File: config.mk
export PLATFORM = sky130hd
export DESIGN_NAME = epiu_top
export DESIGN_NICKNAME = d
export VERILOG_FILES = /design/src/include/epiu_pkg.sv /design/src/verilog/epiu_top.sv /design/src/verilog/epiu_sync.sv /design/src/verilog/epiu_edge_sense.sv
export SDC_FILE = /design/constraint.sdc
export NUM_CORES = 1
export LEC_CHECK = 0
export BUFFER_PORTS_ARGS = -buffer_cell sky130_fd_sc_hd__buf_4
export CORE_MARGIN = 2
export CORE_UTILIZATION = 51
export CTS_CLUSTER_SIZE = 40
export DETAILED_ROUTE_END_ITERATION = 12
export GPL_TIMING_DRIVEN = 0
export PLACE_DENSITY = 0.74
export SLEW_MARGIN = 20
export SYNTH_ARGS = -nofsm -noshare
export SYNTH_HDL_FRONTEND = slang
export SYNTH_SLANG_ARGS = --single-unit
File: constraint.sdc
create_clock -name ref_clk -period 2.1 [get_ports ref_clk]
set_input_delay 0.105 -clock ref_clk [delete_from_list [all_inputs] [get_ports ref_clk]]
set_output_delay 0.105 -clock ref_clk [all_outputs]
set_load 0.02 [all_outputs]
File: src/include/epiu_pkg.sv
// constants shared by the external pin interrupt unit
package epiu_pkg;

  localparam int unsigned EPIU_AW    = 12;
  localparam int unsigned EPIU_DW    = 32;
  localparam int unsigned EPIU_NEXT  = 3;
  localparam int unsigned EPIU_NGRP  = 4;
  localparam int unsigned EPIU_GRPW  = 8;
  localparam int unsigned EPIU_NPC   = 32;

  // register indices; byte address is four times the index
  localparam logic [7:0] EPIU_IDX_PC_FLAG   = 8'h3B;
  localparam logic [7:0] EPIU_IDX_EXT_FLAG  = 8'h3C;
  localparam logic [7:0] EPIU_IDX_EXT_MASK  = 8'h3D;
  localparam logic [7:0] EPIU_IDX_GRP_EN    = 8'h68;
  localparam logic [7:0] EPIU_IDX_SENSE     = 8'h69;
  localparam logic [7:0] EPIU_IDX_PC_MASK0  = 8'h70;

  // sense control field layout
  localparam int unsigned EPIU_SENSE_W      = 2;
  localparam int unsigned EPIU_SENSE_POS0   = 0;
  localparam int unsigned EPIU_SENSE_POS1   = 2;
  localparam int unsigned EPIU_SENSE_POS2   = 4;
  localparam int unsigned EPIU_SENSE_BITS   = 6;

  // sense encodings
  localparam logic [1:0] EPIU_SENSE_LOW  = 2'h0;
  localparam logic [1:0] EPIU_SENSE_ANY  = 2'h1;
  localparam logic [1:0] EPIU_SENSE_FALL = 2'h2;
  localparam logic [1:0] EPIU_SENSE_RISE = 2'h3;

  // reset values
  localparam logic [5:0] EPIU_RST_SENSE    = 6'h00;
  localparam logic [2:0] EPIU_RST_EXT_MASK = 3'h0;
  localparam logic [2:0] EPIU_RST_EXT_FLAG = 3'h0;
  localparam logic [3:0] EPIU_RST_GRP_EN   = 4'h0;
  localparam logic [3:0] EPIU_RST_PC_FLAG  = 4'h0;
  localparam logic [7:0] EPIU_RST_PC_MASK  = 8'h00;

  // cycles after reset before sampled pins are trusted
  localparam logic [1:0] EPIU_PRIME_CYCLES = 2'h3;

endpackage

File: src/verilog/epiu_top.sv
// external pin and pin-change interrupt unit with apb registers
//
// The APB slave port was left to the implementer.
`timescale 1ns/1ps
module epiu_top (
  input  wire logic        ref_clk,
  input  wire logic        nrst,
  input  wire logic        ce,
  input  wire logic [11:0] paddr,
  input  wire logic        psel,
  input  wire logic        penable,
  input  wire logic        pwrite,
  input  wire logic [31:0] pwdata,
  output logic      [31:0] prdata,
  output logic             pready,
  output logic             pslverr,
  input  wire logic [2:0]  ext_irq_pin,
  input  wire logic [31:0] pin_change_input,
  input  wire logic        global_irq_en,
  input  wire logic        sleep_en,
  input  wire logic        sleep_idle,
  input  wire logic        startup_busy,
  input  wire logic [2:0]  ext_irq_ack,
  input  wire logic [3:0]  pc_group_ack,
  output logic      [2:0]  ext_irq_req,
  output logic      [3:0]  pc_group_req,
  output logic             wake_req
);

  localparam int unsigned NEXT = epiu_pkg::EPIU_NEXT;
  localparam int unsigned NGRP = epiu_pkg::EPIU_NGRP;
  localparam int unsigned GRPW = epiu_pkg::EPIU_GRPW;
  localparam int unsigned NPC  = epiu_pkg::EPIU_NPC;

  // register state
  logic [5:0]      sense_q;
  logic [2:0]      ext_mask_q;
  logic [2:0]      ext_flag_q;
  logic [3:0]      grp_en_q;
  logic [3:0]      pc_flag_q;
  logic [7:0]      pc_mask_q [NGRP];
  logic [31:0]     prdata_q;
  logic [1:0]      prime_q;
  logic            armed;

  // pin sampling
  logic [2:0]      ext_pin_s;
  logic [31:0]     pc_pin_s;
  logic [31:0]     pc_prev_q;
  logic [31:0]     pc_mask_flat;
  logic [31:0]     pc_change;
  logic [3:0]      pc_grp_hit;

  // per pin sense results
  logic [2:0]      ext_trig;
  logic [2:0]      ext_level;
  logic [2:0]      ext_is_level;
  logic [1:0]      pin_sense [NEXT];

  // bus decode
  logic [7:0]      idx;
  logic            addr_ok;
  logic            is_pc_mask;
  logic [1:0]      pc_mask_sel;
  logic            hit;
  logic            setup;
  logic            access;
  logic            wr;
  logic [31:0]     rd_mux;

  logic            io_en;
  logic [2:0]      level_wake;
  logic [3:0]      pc_wake;

  // io clock runs when awake or in idle sleep
  assign io_en = ~sleep_en | sleep_idle;

  // ---------------------------------------------------------------
  // pin synchronisers; interrupt flags read pins through these, wake-up reads the raw pins
  // ---------------------------------------------------------------
  epiu_sync #(
    .W (NEXT)
  ) u_sync_ext (
    .ref_clk (ref_clk),
    .nrst    (nrst),
    .ce      (ce),
    .din     (ext_irq_pin),
    .dout    (ext_pin_s)
  );

  epiu_sync #(
    .W (NPC)
  ) u_sync_pc (
    .ref_clk (ref_clk),
    .nrst    (nrst),
    .ce      (ce),
    .din     (pin_change_input),
    .dout    (pc_pin_s)
  );

  // detection held off until the sample pipeline is full
  always_ff @(posedge ref_clk) begin
    if (!nrst) begin
      prime_q <= 2'h0;
    end else if (ce && prime_q != epiu_pkg::EPIU_PRIME_CYCLES) begin
      prime_q <= prime_q + 2'h1;
    end
  end

  assign armed = (prime_q == epiu_pkg::EPIU_PRIME_CYCLES);

  // ---------------------------------------------------------------
  // dedicated pins
  // ---------------------------------------------------------------
  assign pin_sense[0] = sense_q[epiu_pkg::EPIU_SENSE_POS0 +: epiu_pkg::EPIU_SENSE_W];
  assign pin_sense[1] = sense_q[epiu_pkg::EPIU_SENSE_POS1 +: epiu_pkg::EPIU_SENSE_W];
  assign pin_sense[2] = sense_q[epiu_pkg::EPIU_SENSE_POS2 +: epiu_pkg::EPIU_SENSE_W];

  generate
    for (genvar i = 0; i < NEXT; i++) begin : g_ext
      epiu_edge_sense u_sense (
        .ref_clk   (ref_clk),
        .nrst      (nrst),
        .ce        (ce),
        .io_en     (io_en),
        .armed     (armed),
        .pin_s     (ext_pin_s[i]),
        .sense     (pin_sense[i]),
        .trig      (ext_trig[i]),
        .level_low (ext_level[i])
      );
      assign ext_is_level[i] = (pin_sense[i] == epiu_pkg::EPIU_SENSE_LOW);
    end
  endgenerate

  // edge flags: set beats clear, level mode forces clear
  always_ff @(posedge ref_clk) begin
    if (!nrst) begin
      ext_flag_q <= epiu_pkg::EPIU_RST_EXT_FLAG;
    end else if (ce) begin
      for (int i = 0; i < NEXT; i++) begin
        if (ext_is_level[i]) begin
          ext_flag_q[i] <= 1'b0;
        end else if (ext_trig[i]) begin
          ext_flag_q[i] <= 1'b1;
        end else if (ext_irq_ack[i]) begin
          ext_flag_q[i] <= 1'b0;
        end else if (wr && idx == epiu_pkg::EPIU_IDX_EXT_FLAG && pwdata[i]) begin
          ext_flag_q[i] <= 1'b0;
        end
      end
    end
  end

  // level requests are live and wait for the oscillator start-up
  always_comb begin
    for (int i = 0; i < NEXT; i++) begin
      if (ext_is_level[i]) begin
        ext_irq_req[i] = global_irq_en & ext_mask_q[i] & armed & ext_level[i] & ~startup_busy;
      end else begin
        ext_irq_req[i] = global_irq_en & ext_mask_q[i] & ext_flag_q[i];
      end
    end
  end

  // ---------------------------------------------------------------
  // pin-change banks
  // ---------------------------------------------------------------
  always_ff @(posedge ref_clk) begin
    if (!nrst) begin
      pc_prev_q <= 32'h00000000;
    end else if (ce) begin
      pc_prev_q <= pc_pin_s;
    end
  end

  generate
    for (genvar g = 0; g < NGRP; g++) begin : g_pc
      assign pc_mask_flat[g*GRPW +: GRPW] = pc_mask_q[g];
      assign pc_grp_hit[g] = armed & |pc_change[g*GRPW +: GRPW];
      // clockless view: raw pin against last sampled value
      assign pc_wake[g] = grp_en_q[g] &
        |(pc_mask_q[g] & (pin_change_input[g*GRPW +: GRPW] ^ pc_prev_q[g*GRPW +: GRPW]));
    end
  endgenerate

  assign pc_change = (pc_pin_s ^ pc_prev_q) & pc_mask_flat;

  always_ff @(posedge ref_clk) begin
    if (!nrst) begin
      pc_flag_q <= epiu_pkg::EPIU_RST_PC_FLAG;
    end else if (ce) begin
      for (int g = 0; g < NGRP; g++) begin
        if (pc_grp_hit[g]) begin
          pc_flag_q[g] <= 1'b1;
        end else if (pc_group_ack[g]) begin
          pc_flag_q[g] <= 1'b0;
        end else if (wr && idx == epiu_pkg::EPIU_IDX_PC_FLAG && pwdata[g]) begin
          pc_flag_q[g] <= 1'b0;
        end
      end
    end
  end

  assign pc_group_req = pc_flag_q & grp_en_q & {NGRP{global_irq_en}};

  // ---------------------------------------------------------------
  // wake-up: combinational from the raw pins, needs no clock
  // ---------------------------------------------------------------
  always_comb begin
    for (int i = 0; i < NEXT; i++) begin
      level_wake[i] = ext_is_level[i] & ext_mask_q[i] & ~ext_irq_pin[i];
    end
  end

  assign wake_req = global_irq_en & (|level_wake | |pc_wake);

  // ---------------------------------------------------------------
  // apb slave, zero wait states
  // ---------------------------------------------------------------
  assign idx     = paddr[9:2];
  assign addr_ok = (paddr[11:10] == 2'h0) && (paddr[1:0] == 2'h0);
  assign setup   = psel & ~penable;
  assign access  = psel & penable;

  assign is_pc_mask  = (idx >= epiu_pkg::EPIU_IDX_PC_MASK0) &&
                       (idx < epiu_pkg::EPIU_IDX_PC_MASK0 + 8'h04);
  assign pc_mask_sel = 2'(idx - epiu_pkg::EPIU_IDX_PC_MASK0);

  always_comb begin
    hit = 1'b0;
    if (addr_ok) begin
      case (idx)
        epiu_pkg::EPIU_IDX_PC_FLAG:  hit = 1'b1;
        epiu_pkg::EPIU_IDX_EXT_FLAG: hit = 1'b1;
        epiu_pkg::EPIU_IDX_EXT_MASK: hit = 1'b1;
        epiu_pkg::EPIU_IDX_GRP_EN:   hit = 1'b1;
        epiu_pkg::EPIU_IDX_SENSE:    hit = 1'b1;
        default:                     hit = is_pc_mask;
      endcase
    end
  end

  assign wr      = access & pwrite & hit;
  assign pready  = 1'b1;
  assign pslverr = access & ~hit;

  always_ff @(posedge ref_clk) begin
    if (!nrst) begin
      sense_q <= epiu_pkg::EPIU_RST_SENSE;
    end else if (ce && wr && idx == epiu_pkg::EPIU_IDX_SENSE) begin
      sense_q <= pwdata[epiu_pkg::EPIU_SENSE_BITS-1:0];
    end
  end

  always_ff @(posedge ref_clk) begin
    if (!nrst) begin
      ext_mask_q <= epiu_pkg::EPIU_RST_EXT_MASK;
    end else if (ce && wr && idx == epiu_pkg::EPIU_IDX_EXT_MASK) begin
      ext_mask_q <= pwdata[NEXT-1:0];
    end
  end

  always_ff @(posedge ref_clk) begin
    if (!nrst) begin
      grp_en_q <= epiu_pkg::EPIU_RST_GRP_EN;
    end else if (ce && wr && idx == epiu_pkg::EPIU_IDX_GRP_EN) begin
      grp_en_q <= pwdata[NGRP-1:0];
    end
  end

  always_ff @(posedge ref_clk) begin
    if (!nrst) begin
      for (int g = 0; g < NGRP; g++) begin
        pc_mask_q[g] <= epiu_pkg::EPIU_RST_PC_MASK;
      end
    end else if (ce && wr && is_pc_mask) begin
      pc_mask_q[pc_mask_sel] <= pwdata[GRPW-1:0];
    end
  end

  // read data captured in the setup phase
  always_comb begin
    rd_mux = 32'h00000000;
    if (addr_ok) begin
      case (idx)
        epiu_pkg::EPIU_IDX_PC_FLAG:  rd_mux[NGRP-1:0] = pc_flag_q;
        epiu_pkg::EPIU_IDX_EXT_FLAG: rd_mux[NEXT-1:0] = ext_flag_q;
        epiu_pkg::EPIU_IDX_EXT_MASK: rd_mux[NEXT-1:0] = ext_mask_q;
        epiu_pkg::EPIU_IDX_GRP_EN:   rd_mux[NGRP-1:0] = grp_en_q;
        epiu_pkg::EPIU_IDX_SENSE:    rd_mux[epiu_pkg::EPIU_SENSE_BITS-1:0] = sense_q;
        default: begin
          if (is_pc_mask) begin
            rd_mux[GRPW-1:0] = pc_mask_q[pc_mask_sel];
          end
        end
      endcase
    end
  end

  always_ff @(posedge ref_clk) begin
    if (!nrst) begin
      prdata_q <= 32'h00000000;
    end else if (ce && setup && !pwrite) begin
      prdata_q <= rd_mux;
    end
  end

  assign prdata = prdata_q;

endmodule

File: src/verilog/epiu_sync.sv
// two-stage synchroniser for pin inputs
`timescale 1ns/1ps
module epiu_sync #(
  parameter int unsigned W = 1
) (
  input  wire logic         ref_clk,
  input  wire logic         nrst,
  input  wire logic         ce,
  input  wire logic [W-1:0] din,
  output logic      [W-1:0] dout
);

  logic [W-1:0] meta_q;
  logic [W-1:0] sync_q;

  always_ff @(posedge ref_clk) begin
    if (!nrst) begin
      meta_q <= '0;
      sync_q <= '0;
    end else if (ce) begin
      meta_q <= din;
      sync_q <= meta_q;
    end
  end

  assign dout = sync_q;

endmodule

File: src/verilog/epiu_edge_sense.sv
// edge and level sense for one dedicated pin
`timescale 1ns/1ps
module epiu_edge_sense (
  input  wire logic       ref_clk,
  input  wire logic       nrst,
  input  wire logic       ce,
  input  wire logic       io_en,
  input  wire logic       armed,
  input  wire logic       pin_s,
  input  wire logic [1:0] sense,
  output logic            trig,
  output logic            level_low
);

  logic prev_q;
  logic rise;
  logic fall;

  // previous sample only advances while the io clock runs
  always_ff @(posedge ref_clk) begin
    if (!nrst) begin
      prev_q <= 1'b0;
    end else if (ce && io_en) begin
      prev_q <= pin_s;
    end
  end

  assign rise = pin_s & ~prev_q;
  assign fall = ~pin_s & prev_q;

  always_comb begin
    trig = 1'b0;
    case (sense)
      epiu_pkg::EPIU_SENSE_ANY:  trig = rise | fall;
      epiu_pkg::EPIU_SENSE_FALL: trig = fall;
      epiu_pkg::EPIU_SENSE_RISE: trig = rise;
      default:                   trig = 1'b0;
    endcase
    trig = trig & armed & io_en;
  end

  assign level_low = (sense == epiu_pkg::EPIU_SENSE_LOW) & ~pin_s;

endmodule

[Yosys cells after proc, flatten, opt, wreduce, memory -nomap -nowiden]
Memories as Yosys holds them, arrays and structs flattened.
Cells that the tools add are included.
Word-level totals
  bits in registers: 135
  bits in writable memories: 32
  input bits: 96
  output and inout bits: 42
  logic and storage cells: 220
  memories: 1
Memory list
  pc_mask_q: words 4, bits a word 8, rd ports 5, clocked after Yosys merged registers in 0, write ports 4, line epiu_top.sv:41  | logic [7:0] pc_mask_q [NGRP];
Cells by class
  add/subtract/negate cells: 2
  order comparisons: 2
  eq/ne operators: 16
  multiplexer cells: 45
  bitwise operators: 80
  reductions and logical operators: 54
Operators by type and width (number)
  $reduce_or A8 Y1: 9
  $and A1 B1 Y1: 50
  $mux W1: 34
  $and A32 B32 Y32: 1
  $and A8 B8 Y8: 4
  $xor A32 B32 Y32: 1
  $xor A8 B8 Y8: 4
  $eq A8 B6 Y1 const B: 3
  $mux W8: 3
  $logic_and A1 B1 Y1: 20
  $eq A8 B7 Y1 const B: 2
  $pmux W3 S5: 1
  $eq A2 B2 Y1 const B: 7
  $reduce_and A2 Y1: 7
  $not A1 Y1: 13
  $reduce_bool A3 Y1: 4
  $reduce_bool A4 Y1: 3
  $logic_not A2 Y1: 5
  $pmux W1 S3: 3
  $and A4 B4 Y4: 2
  $ge A8 B7 Y1 const B: 1
  $lt A8 B7 Y1 const B: 1
  $reduce_or A4 Y1: 2
  $eq A2 B1 Y1 const B: 3
  11 further kinds: 16

[Depth between registers and ports, before layout]
Gate-level depths: netlist of run 1.
  depth in word-level cells: 12
  mapped depth: 7
  mapped depth without buffers: 7

[Modules after synthesis]
A second synthesis of run 1 with hierarchy kept.
Second synthesis, totals
  cells, all modules: 801
  area total of the unflattened synthesis: 8468.1 µm²
By module, submodules not included
  epiu_top: times used 1, cells each 537, area an instance 5442.7 µm², seq. area each 2202.1 µm²
  epiu_sync (u_sync_pc): times used 1, cells each 206, area an instance 2451.1 µm², seq. area each 1281.2 µm²
  epiu_edge_sense: times used 3, cells each 13, area an instance 115.1 µm², seq. area each 20.0 µm²
  epiu_sync (u_sync_ext): times used 1, cells each 19, area an instance 229.0 µm², seq. area each 120.1 µm²

[Worst setup path before layout of run 1]
Ideal clock, no wire load.
  path kind: in2reg
  from: in paddr[11]
  to: mem pc_mask_q[0][0] (enable)
  arrival: 1.596 ns
  data required time: 1.713 ns
  path slack: 0.117 ns
  cell stages on the path: 4
  buffers on the path: 0
  cells stage by stage: nor4_4 -> and3_1 -> nand2_1 -> o31ai_1
RTL lines
  from (decl): line epiu_top.sv:9  | input wire logic [11:0] paddr,
  to (decl): line epiu_top.sv:41

[Worst setup path after layout of run 1]
  from: reg pc_prev_q[31]
  to: out wake_req
Between the ends
  cells in the longest elaborated chain, start to end: 7
Ends and longest elaborated chain
  from (decl): line epiu_top.sv:49  | logic [31:0] pc_prev_q;
  from (signal assigned): line epiu_top.sv:173  | pc_prev_q <= pc_pin_s;
  $xor A8 B8 Y8: line epiu_top.sv:183  | |(pc_mask_q[g] & (pin_change_input[g*GRPW +: GRPW] ^ pc_prev_q[g*GRPW +: GRPW]));
  $and A8 B8 Y8: line epiu_top.sv:183
  $reduce_or A8 Y1: line epiu_top.sv:183
  $and A1 B1 Y1: line epiu_top.sv:182  | assign pc_wake[g] = grp_en_q[g] &
  $reduce_or A4 Y1: line epiu_top.sv:216  | assign wake_req = global_irq_en & (|level_wake | |pc_wake);
  $or A1 B1 Y1: line epiu_top.sv:216
  $and A1 B1 Y1: line epiu_top.sv:216
  to (decl): line epiu_top.sv:27  | output logic wake_req
No other way between the ends.

==> flow_summary.json, run 1 <==
{
  "cp-endpoint": "wake_req",
  "synth_top_family_by_area": "simple AND/OR/NAND/NOR gates",
  "path_class": "register to output port",
  "required_ns": 2.00,
  "clk_pin_slew_worst_paths_ns": 0.06,
  "leakage_uw": 0.00457,
  "core-area_mm2": 0.0164,
  "rsz0062_at_grt": "yes",
  "cts_buffers": 17,
  "async_flop_share_pct": 0,
  "synth-compound-area-share_pct": 8.27,
  "timing.rr.end": "prdata[0]",
  "drc": 0,
  "cts_num_sinks": 167,
  "drv_slew": 0,
  "layout.nets": 1092,
  "dr.first_iter.drc_count": 423,
  "seq_area_mm2": 0.00367,
  "violations": "negative setup slack",
  "grt_pass1_wl_um": 34200,
  "grtUsageTotal_pct": 25.3,
  "antenna_found_initial": 0,
  "ys_ff_latch": 167,
  "synthFlopType": "dfxtp_1",
  "grt_max_degree": 17,
  "num_vias": 6583,
  "cp_slowest_stage_delay_ns": 0.41,
  "place.gp.congestion": 0.937,
  "clockPowerShare_pct": 40.9,
  "critPathTopFamily": "compound AO/OA/AOI/OAI gates",
  "drive_gt1_share_pct": 19.6,
  "antenna_left": 0,
  "path_cells": "xor2_4 -> a22oi_2 -> nand4_1 -> a2111oi_4 -> a21boi_1 -> buf_4",
  "cts_tree": "built",
  "clock_path_buffers": 2,
  "hold_path_class": "input pin to register",
  "die_area_mm2": 0.0177,
  "routed_wl_um": 21900,
  "crit_buf_inv": 1,
  "fin_ws_ns": -0.152,
  "setup_viol": 1,
  "setup_tns_ns": -0.152,
  "finalClockSkew_ns": 0.00529,
  "p_int_uw": 5560,
  "synth-edff-count": 32,
  "synth_xor_area_share_pct": 6.70,
  "ys_types": 57,
  "die_y_um": 133,
  "r2r.worst_path.cells": 5,
  "final.fill_count": 1360,
  "yosysSeqAreaShare_pct": 43.1,
  "crit_slowest_cell": "a2111oi_4",
  "worst_pin_slew_ns": 0.769,
  "multiInputGateArea_mm2": 0.00453,
  "ios": 138,
  "min_period_ns": 2.25,
  "min-delay-start": "pc_group_ack[3]",
  "layout_commonest_cell": "dfxtp_1",
  "hold_viol_final": 0,
  "fmax_ghz": 0.444,
  "synth_area_mm2": 0.00850,
  "fin_crit_sh_pct": 107,
  "cap_violations": 0,
  "h-tree-depth": 4,
  "swShare_pct": 24.1,
  "cts-root-buf": "clkbuf_16",
  "initial_core_util_pct": 51.8,
  "vias_per_cell": 5.39,
  "place_ws_ns": -0.502,
  "timing.rr.start": "pc_mask_q[1][0]",
  "synth_mux_area_share_pct": 16.4,
  "portBuffers": 85,
  "power_frac_comb_pct": 11.7,
  "outcome": "finished, violations left",
  "arrival_ns": 2.15,
  "r2r_setup_slack_ns": 0.48,
  "first_global_vias": 6269,
  "firstDrtPassIters": 5,
  "end_kind": "output port",
  "rows": 47,
  "area_growth_pct": 24.2,
  "setup.worst_path.start_class": "register",
  "pwr-share-seq_pct": 47.4,
  "startpoint": "pc_prev_q[31]",
  "syn_inst": 817,
  "synthAdderAreaFrac_pct": 1.03,
  "place_hpwl_um": 15900,
  "final_cell_mix": "128 x dfxtp_1, 121 x buf_4, 118 x mux2i_1, 118 x nor2b_1, 64 x xor2_1",
  "p_sw_uw": 1770,
  "yosys.area_share.simple_pct": 19.2,
  "insertion_delay_ns": 0.43,
  "insertedDiodeCount": 0,
  "grt-ovfl-total": 0,
  "wire_per_inst_um": 17.9,
  "slew_headroom_pct": 48.4,
  "path_max_fanout": 3,
  "ir_drop_uv": 595,
  "p_per_area_mw_per_mm2": 694,
  "yosysWarnings": 0,
  "crit_cells": 6,
  "synth_area_per_cell_um2": 10.4,
  "die_x_um": 133
}
-- state kept, by name, summed over array words and instances (netlist names) --
signal                count
ext_flag_q                3
ext_mask_q                3
g_ext.u_sense.prev_q      3
grp_en_q                  4
pc_flag_q                 4
pc_mask_q                32
pc_prev_q                32
prdata                    8
prime_q                   2
sense_q                   6
u_sync_ext.dout           3
u_sync_ext.meta_q         3
u_sync_pc.dout           32
u_sync_pc.meta_q         32
-- worst register-to-register path, stage by stage (launching register included) --
cell       delay, ns
edfxtp_1        0.40
buf_4           0.17
mux4_2          0.47
a2bb2oi_1       0.20
a311o_1         0.20
a21boi_1        0.08
-- worst min-delay path by stage --
stage                      endpoint  slack, ns  cells past startpoint
6_report               pc_flag_q[3]      0.008                      4
5_1_grt                pc_flag_q[3]       0.02                      4
4_1_cts                pc_flag_q[3]     0.0008                      4
3_5_place_dp   u_sync_pc.meta_q[27]       0.39                      3
3_3_place_gp    u_sync_pc.meta_q[6]       0.38                      3
2_1_floorplan         ext_mask_q[0]       0.27                      2
-- layout make-up --
type / count / share of cell area [%]
multi-input cells: 590 / 42.9
repair buffers: 130 / 10.1
plain buffers: 71 / 3.77
clock inverters: 6 / 0.640
clock buffers: 25 / 4.71
well taps: 220 / 2.61
flip-flops and latches: 167 / 34.8
inverters: 12 / 0.427
-- through the flow --
step / utilization (%) / instances / instance area [µm²] / power (µW) / hold WS (ns)
2_1_floorplan: - / 840 / 8580 / 4000 / 0.271
3_3_place_gp: 57.9 / 1145 / 9500 / 4310 / 0.383
3_5_place_dp: 57.9 / 1145 / 9500 / 4320 / 0.389
4_1_cts: 64.0 / 1220 / 10500 / 7340 / 0.000763
5_1_grt: 64.3 / 1221 / 10600 / 7550 / 0.0185
6_report: 64.3 / 1221 / 10600 / 7330 / 0.00821
-- per-layer routing --
metal | wire length (µm) | GRT usage [%] | share of wire (%) | vias to the layer above
met5 | 0 | 0 | 0 | -
met3 | 1510 | 4.48 | 6.9 | 36
li1 | - | - | - | 3168
met2 | 10100 | 40.7 | 46 | 249
met1 | 9760 | 34.5 | 45 | 3130
met4 | 473 | 8.54 | 2.2 | 0
-- synth_stat cells (14+ instances only) --
cell / number / area, µm²
a22oi_1: 35 / 263
and2_1: 32 / 200
and3_1: 21 / 131
buf_2: 18 / 90.1
buf_4: 29 / 218
clkbuf_1: 24 / 90.1
dfxtp_1: 135 / 2700
edfxtp_1: 32 / 961
mux2i_1: 118 / 1180
nand2_1: 25 / 93.8
nor2_1: 14 / 52.6
nor2b_1: 118 / 738
o21ai_0: 16 / 80.1
xor2_1: 65 / 569
-- power by group through the flow --
stage | Clock, µW | Sequential, µW | Combinational (µW)
2_1_floorplan | 0 | 3500 | 498
3_3_place_gp | 0 | 3540 | 773
3_5_place_dp | 0 | 3540 | 777
4_1_cts | 3030 | 3470 | 846
5_1_grt | 3140 | 3480 | 922
6_report | 3000 | 3470 | 856
-- cell families (layout without fill, tap and decap cells) --
group                      count (synthesis)  in the layout
muxes                                    129            129
AOI/OAI and AO/OA                         98             98
xor gates and xnor gates                  65             65
and+or+nand+nor                          266            266
other                                      2             25
buffers and inverters                     83            244
DFF                                      167            167
adders and majority gates                  7              7
-- what timing repair did --
item                                    in CTS  in global routing
gates resized for setup                     11                  9
endpoints found under the hold margin       39                  0
pin swaps                                   13                  9
endpoints found under the setup margin      19                 12
hold buffers                                38                  0
setup buffers                                6                  1
Note: power is estimated with default switching activity, not from simulation.
==> inputs of run 2 (changes only) <==
--- a/config.mk
+++ b/config.mk
@@ -11,6 +11,7 @@
 export CTS_CLUSTER_SIZE = 40
 export DETAILED_ROUTE_END_ITERATION = 12
 export GPL_TIMING_DRIVEN = 0
+export HOLD_SLACK_MARGIN = 0.12
 export PLACE_DENSITY = 0.74
 export SLEW_MARGIN = 20
 export SYNTH_ARGS = -nofsm -noshare
==> flow_summary.json, run 2 (synthesized netlist as in run 1, its figures left out) <==
{
  "firstDrtPassIters": 5,
  "outcome": "finished, violations left",
  "min_period_ns": 2.27,
  "seq_area_mm2": 0.00367,
  "wl_met1_um": 9930,
  "insertedDiodeCount": 0,
  "routed_wl_um": 22100,
  "die_y_um": 133,
  "antenna_left": 0,
  "arrival_ns": 2.17,
  "grt-ovfl-total": 0,
  "leakage_uw": 0.00462,
  "area_growth_pct": 25.4,
  "cts_buffers": 17,
  "met2_wirelength_um": 10300,
  "insertion_delay_ns": 0.43,
  "p_per_area_mw_per_mm2": 689,
  "fmax_ghz": 0.440,
  "fin_ws_ns": -0.173,
  "final.fill_count": 1345,
  "hold_path_depth": 4,
  "die_area_mm2": 0.0177,
  "cap_violations": 0,
  "wire_per_inst_um": 17.9,
  "rows": 47,
  "place.gp.congestion": 0.937,
  "cts_num_sinks": 167,
  "drv_slew": 0,
  "slew_headroom_pct": 48.7,
  "finalClockSkew_ns": 0.00527,
  "fin_crit_sh_pct": 108,
  "highest_layer": "met4",
  "multiInputGateArea_mm2": 0.00453,
  "setup_viol": 1,
  "vias_per_cell": 5.40,
  "portBuffers": 85,
  "cts-root-buf": "clkbuf_16",
  "grtUsageTotal_pct": 25.6,
  "dr.first_iter.drc_count": 426,
  "antenna_found_initial": 0,
  "final_cell_mix": "128 x dfxtp_1, 121 x buf_4, 118 x mux2i_1, 118 x nor2b_1, 64 x xor2_1",
  "r2r_setup_slack_ns": 0.48,
  "drc": 0,
  "initial_core_util_pct": 51.8,
  "hold_viol_final": 0,
  "place_hpwl_um": 15900,
  "ios": 138,
  "core-area_mm2": 0.0164,
  "rsz0062_at_grt": "yes",
  "p_total_uw": 7340,
  "r2r.worst_path.cells": 5,
  "hold_path_class": "input pin to register",
  "layout.nets": 1102,
  "cts_tree": "built",
  "die_x_um": 133,
  "dpl-instance-area_mm2": 0.00950,
  "drive_gt1_share_pct": 19.4,
  "clk_pin_slew_worst_paths_ns": 0.06,
  "clock_path_buffers": 2,
  "num_vias": 6644,
  "h-tree-depth": 4,
  "final_area_mm2": 0.0107,
  "path_class": "register to output port",
  "required_ns": 2.00,
  "setup.worst_path.start_class": "register",
  "hold_slack_ns": 0.150,
  "route.met3.wl_um": 1440,
  "first_global_vias": 6342,
  "end_kind": "output port",
  "violations": "negative setup slack",
  "ir_drop_uv": 594,
  "grt_max_degree": 17,
  "layout_commonest_cell": "dfxtp_1",
  "path_max_fanout": 3,
  "grt_pass1_wl_um": 34700,
  "worst_pin_slew_ns": 0.765
}
run 2: cell types whose count changed in the layout (fill, tap and decap cells not counted), sizes merged:
cell	change
dlygate4sd3	+10
run 2: what timing repair did:
item	4_1_cts	5_1_grt
pin swaps	13	9
setup endpoints to repair	19	12
endpoints found under the hold margin	84	0
setup buffers	6	1
hold buffers	48	0
gates resized for setup	11	9
run 2: path summary, 6_finish.rpt:
| kind | start | endpoint |
|---|---|---|
| worst max register to register | pc_mask_q[1][0] | prdata[0] |
| worst max-delay path | pc_prev_q[31] | wake_req |
| worst min-delay path | sleep_en | g_ext[2].u_sense.prev_q |
| worst min register to register | prdata[0] | prdata[0] |
run 2: critical path, cell delays in order, from the launching register on:
cell and delay (ns):
dfxtp_4 0.36, xor2_4 0.17, a22oi_2 0.21, nand4_1 0.26
a2111oi_4 0.43, a21boi_1 0.13, buf_4 0.18
run 2: power breakdown:
group / internal, µW / switching [µW] / leakage [µW]
Combinational: 435 / 435 / 0.00296
Sequential: 3380 / 94.9 / 0.00141
Clock: 1760 / 1250 / 0.000257
Total: 5570 / 1780 / 0.00462
run 2: area by class of cell:
| class | instances | share of cell area, % |
|---|---|---|
| clock inverters | 6 | 0.634 |
| clock buffers | 25 | 4.66 |
| repair buffers | 140 | 11.0 |
| well taps | 220 | 2.58 |
| inverters | 12 | 0.423 |
| flip-flops and latches | 167 | 34.5 |
| plain buffers | 71 | 3.73 |
| multi-input cells | 590 | 42.5 |
run 2: through the flow:
| stage | setup WS, ns | util, % | TNS [ns] | instances |
|---|---|---|---|---|
| 4_1_cts | -0.111 | 64.6 | -0.111 | 1230 |
| 5_1_grt | -0.172 | 65.0 | -0.172 | 1231 |
| 2_1_floorplan | 0.117 | - | 0 | 840 |
| 6_report | -0.173 | 65.0 | -0.173 | 1231 |
| 3_5_place_dp | -0.502 | 57.9 | -14.62 | 1145 |
| 3_3_place_gp | -0.466 | 57.9 | -13.50 | 1145 |
run 2: routing by layer:
| metal | GRT usage, % | up-vias |
|---|---|---|
| met1 | 34.7 | 3161 |
| met5 | 0 | - |
| met2 | 41.8 | 262 |
| met4 | 7.47 | 0 |
| li1 | - | 3185 |
| met3 | 4.79 | 36 |
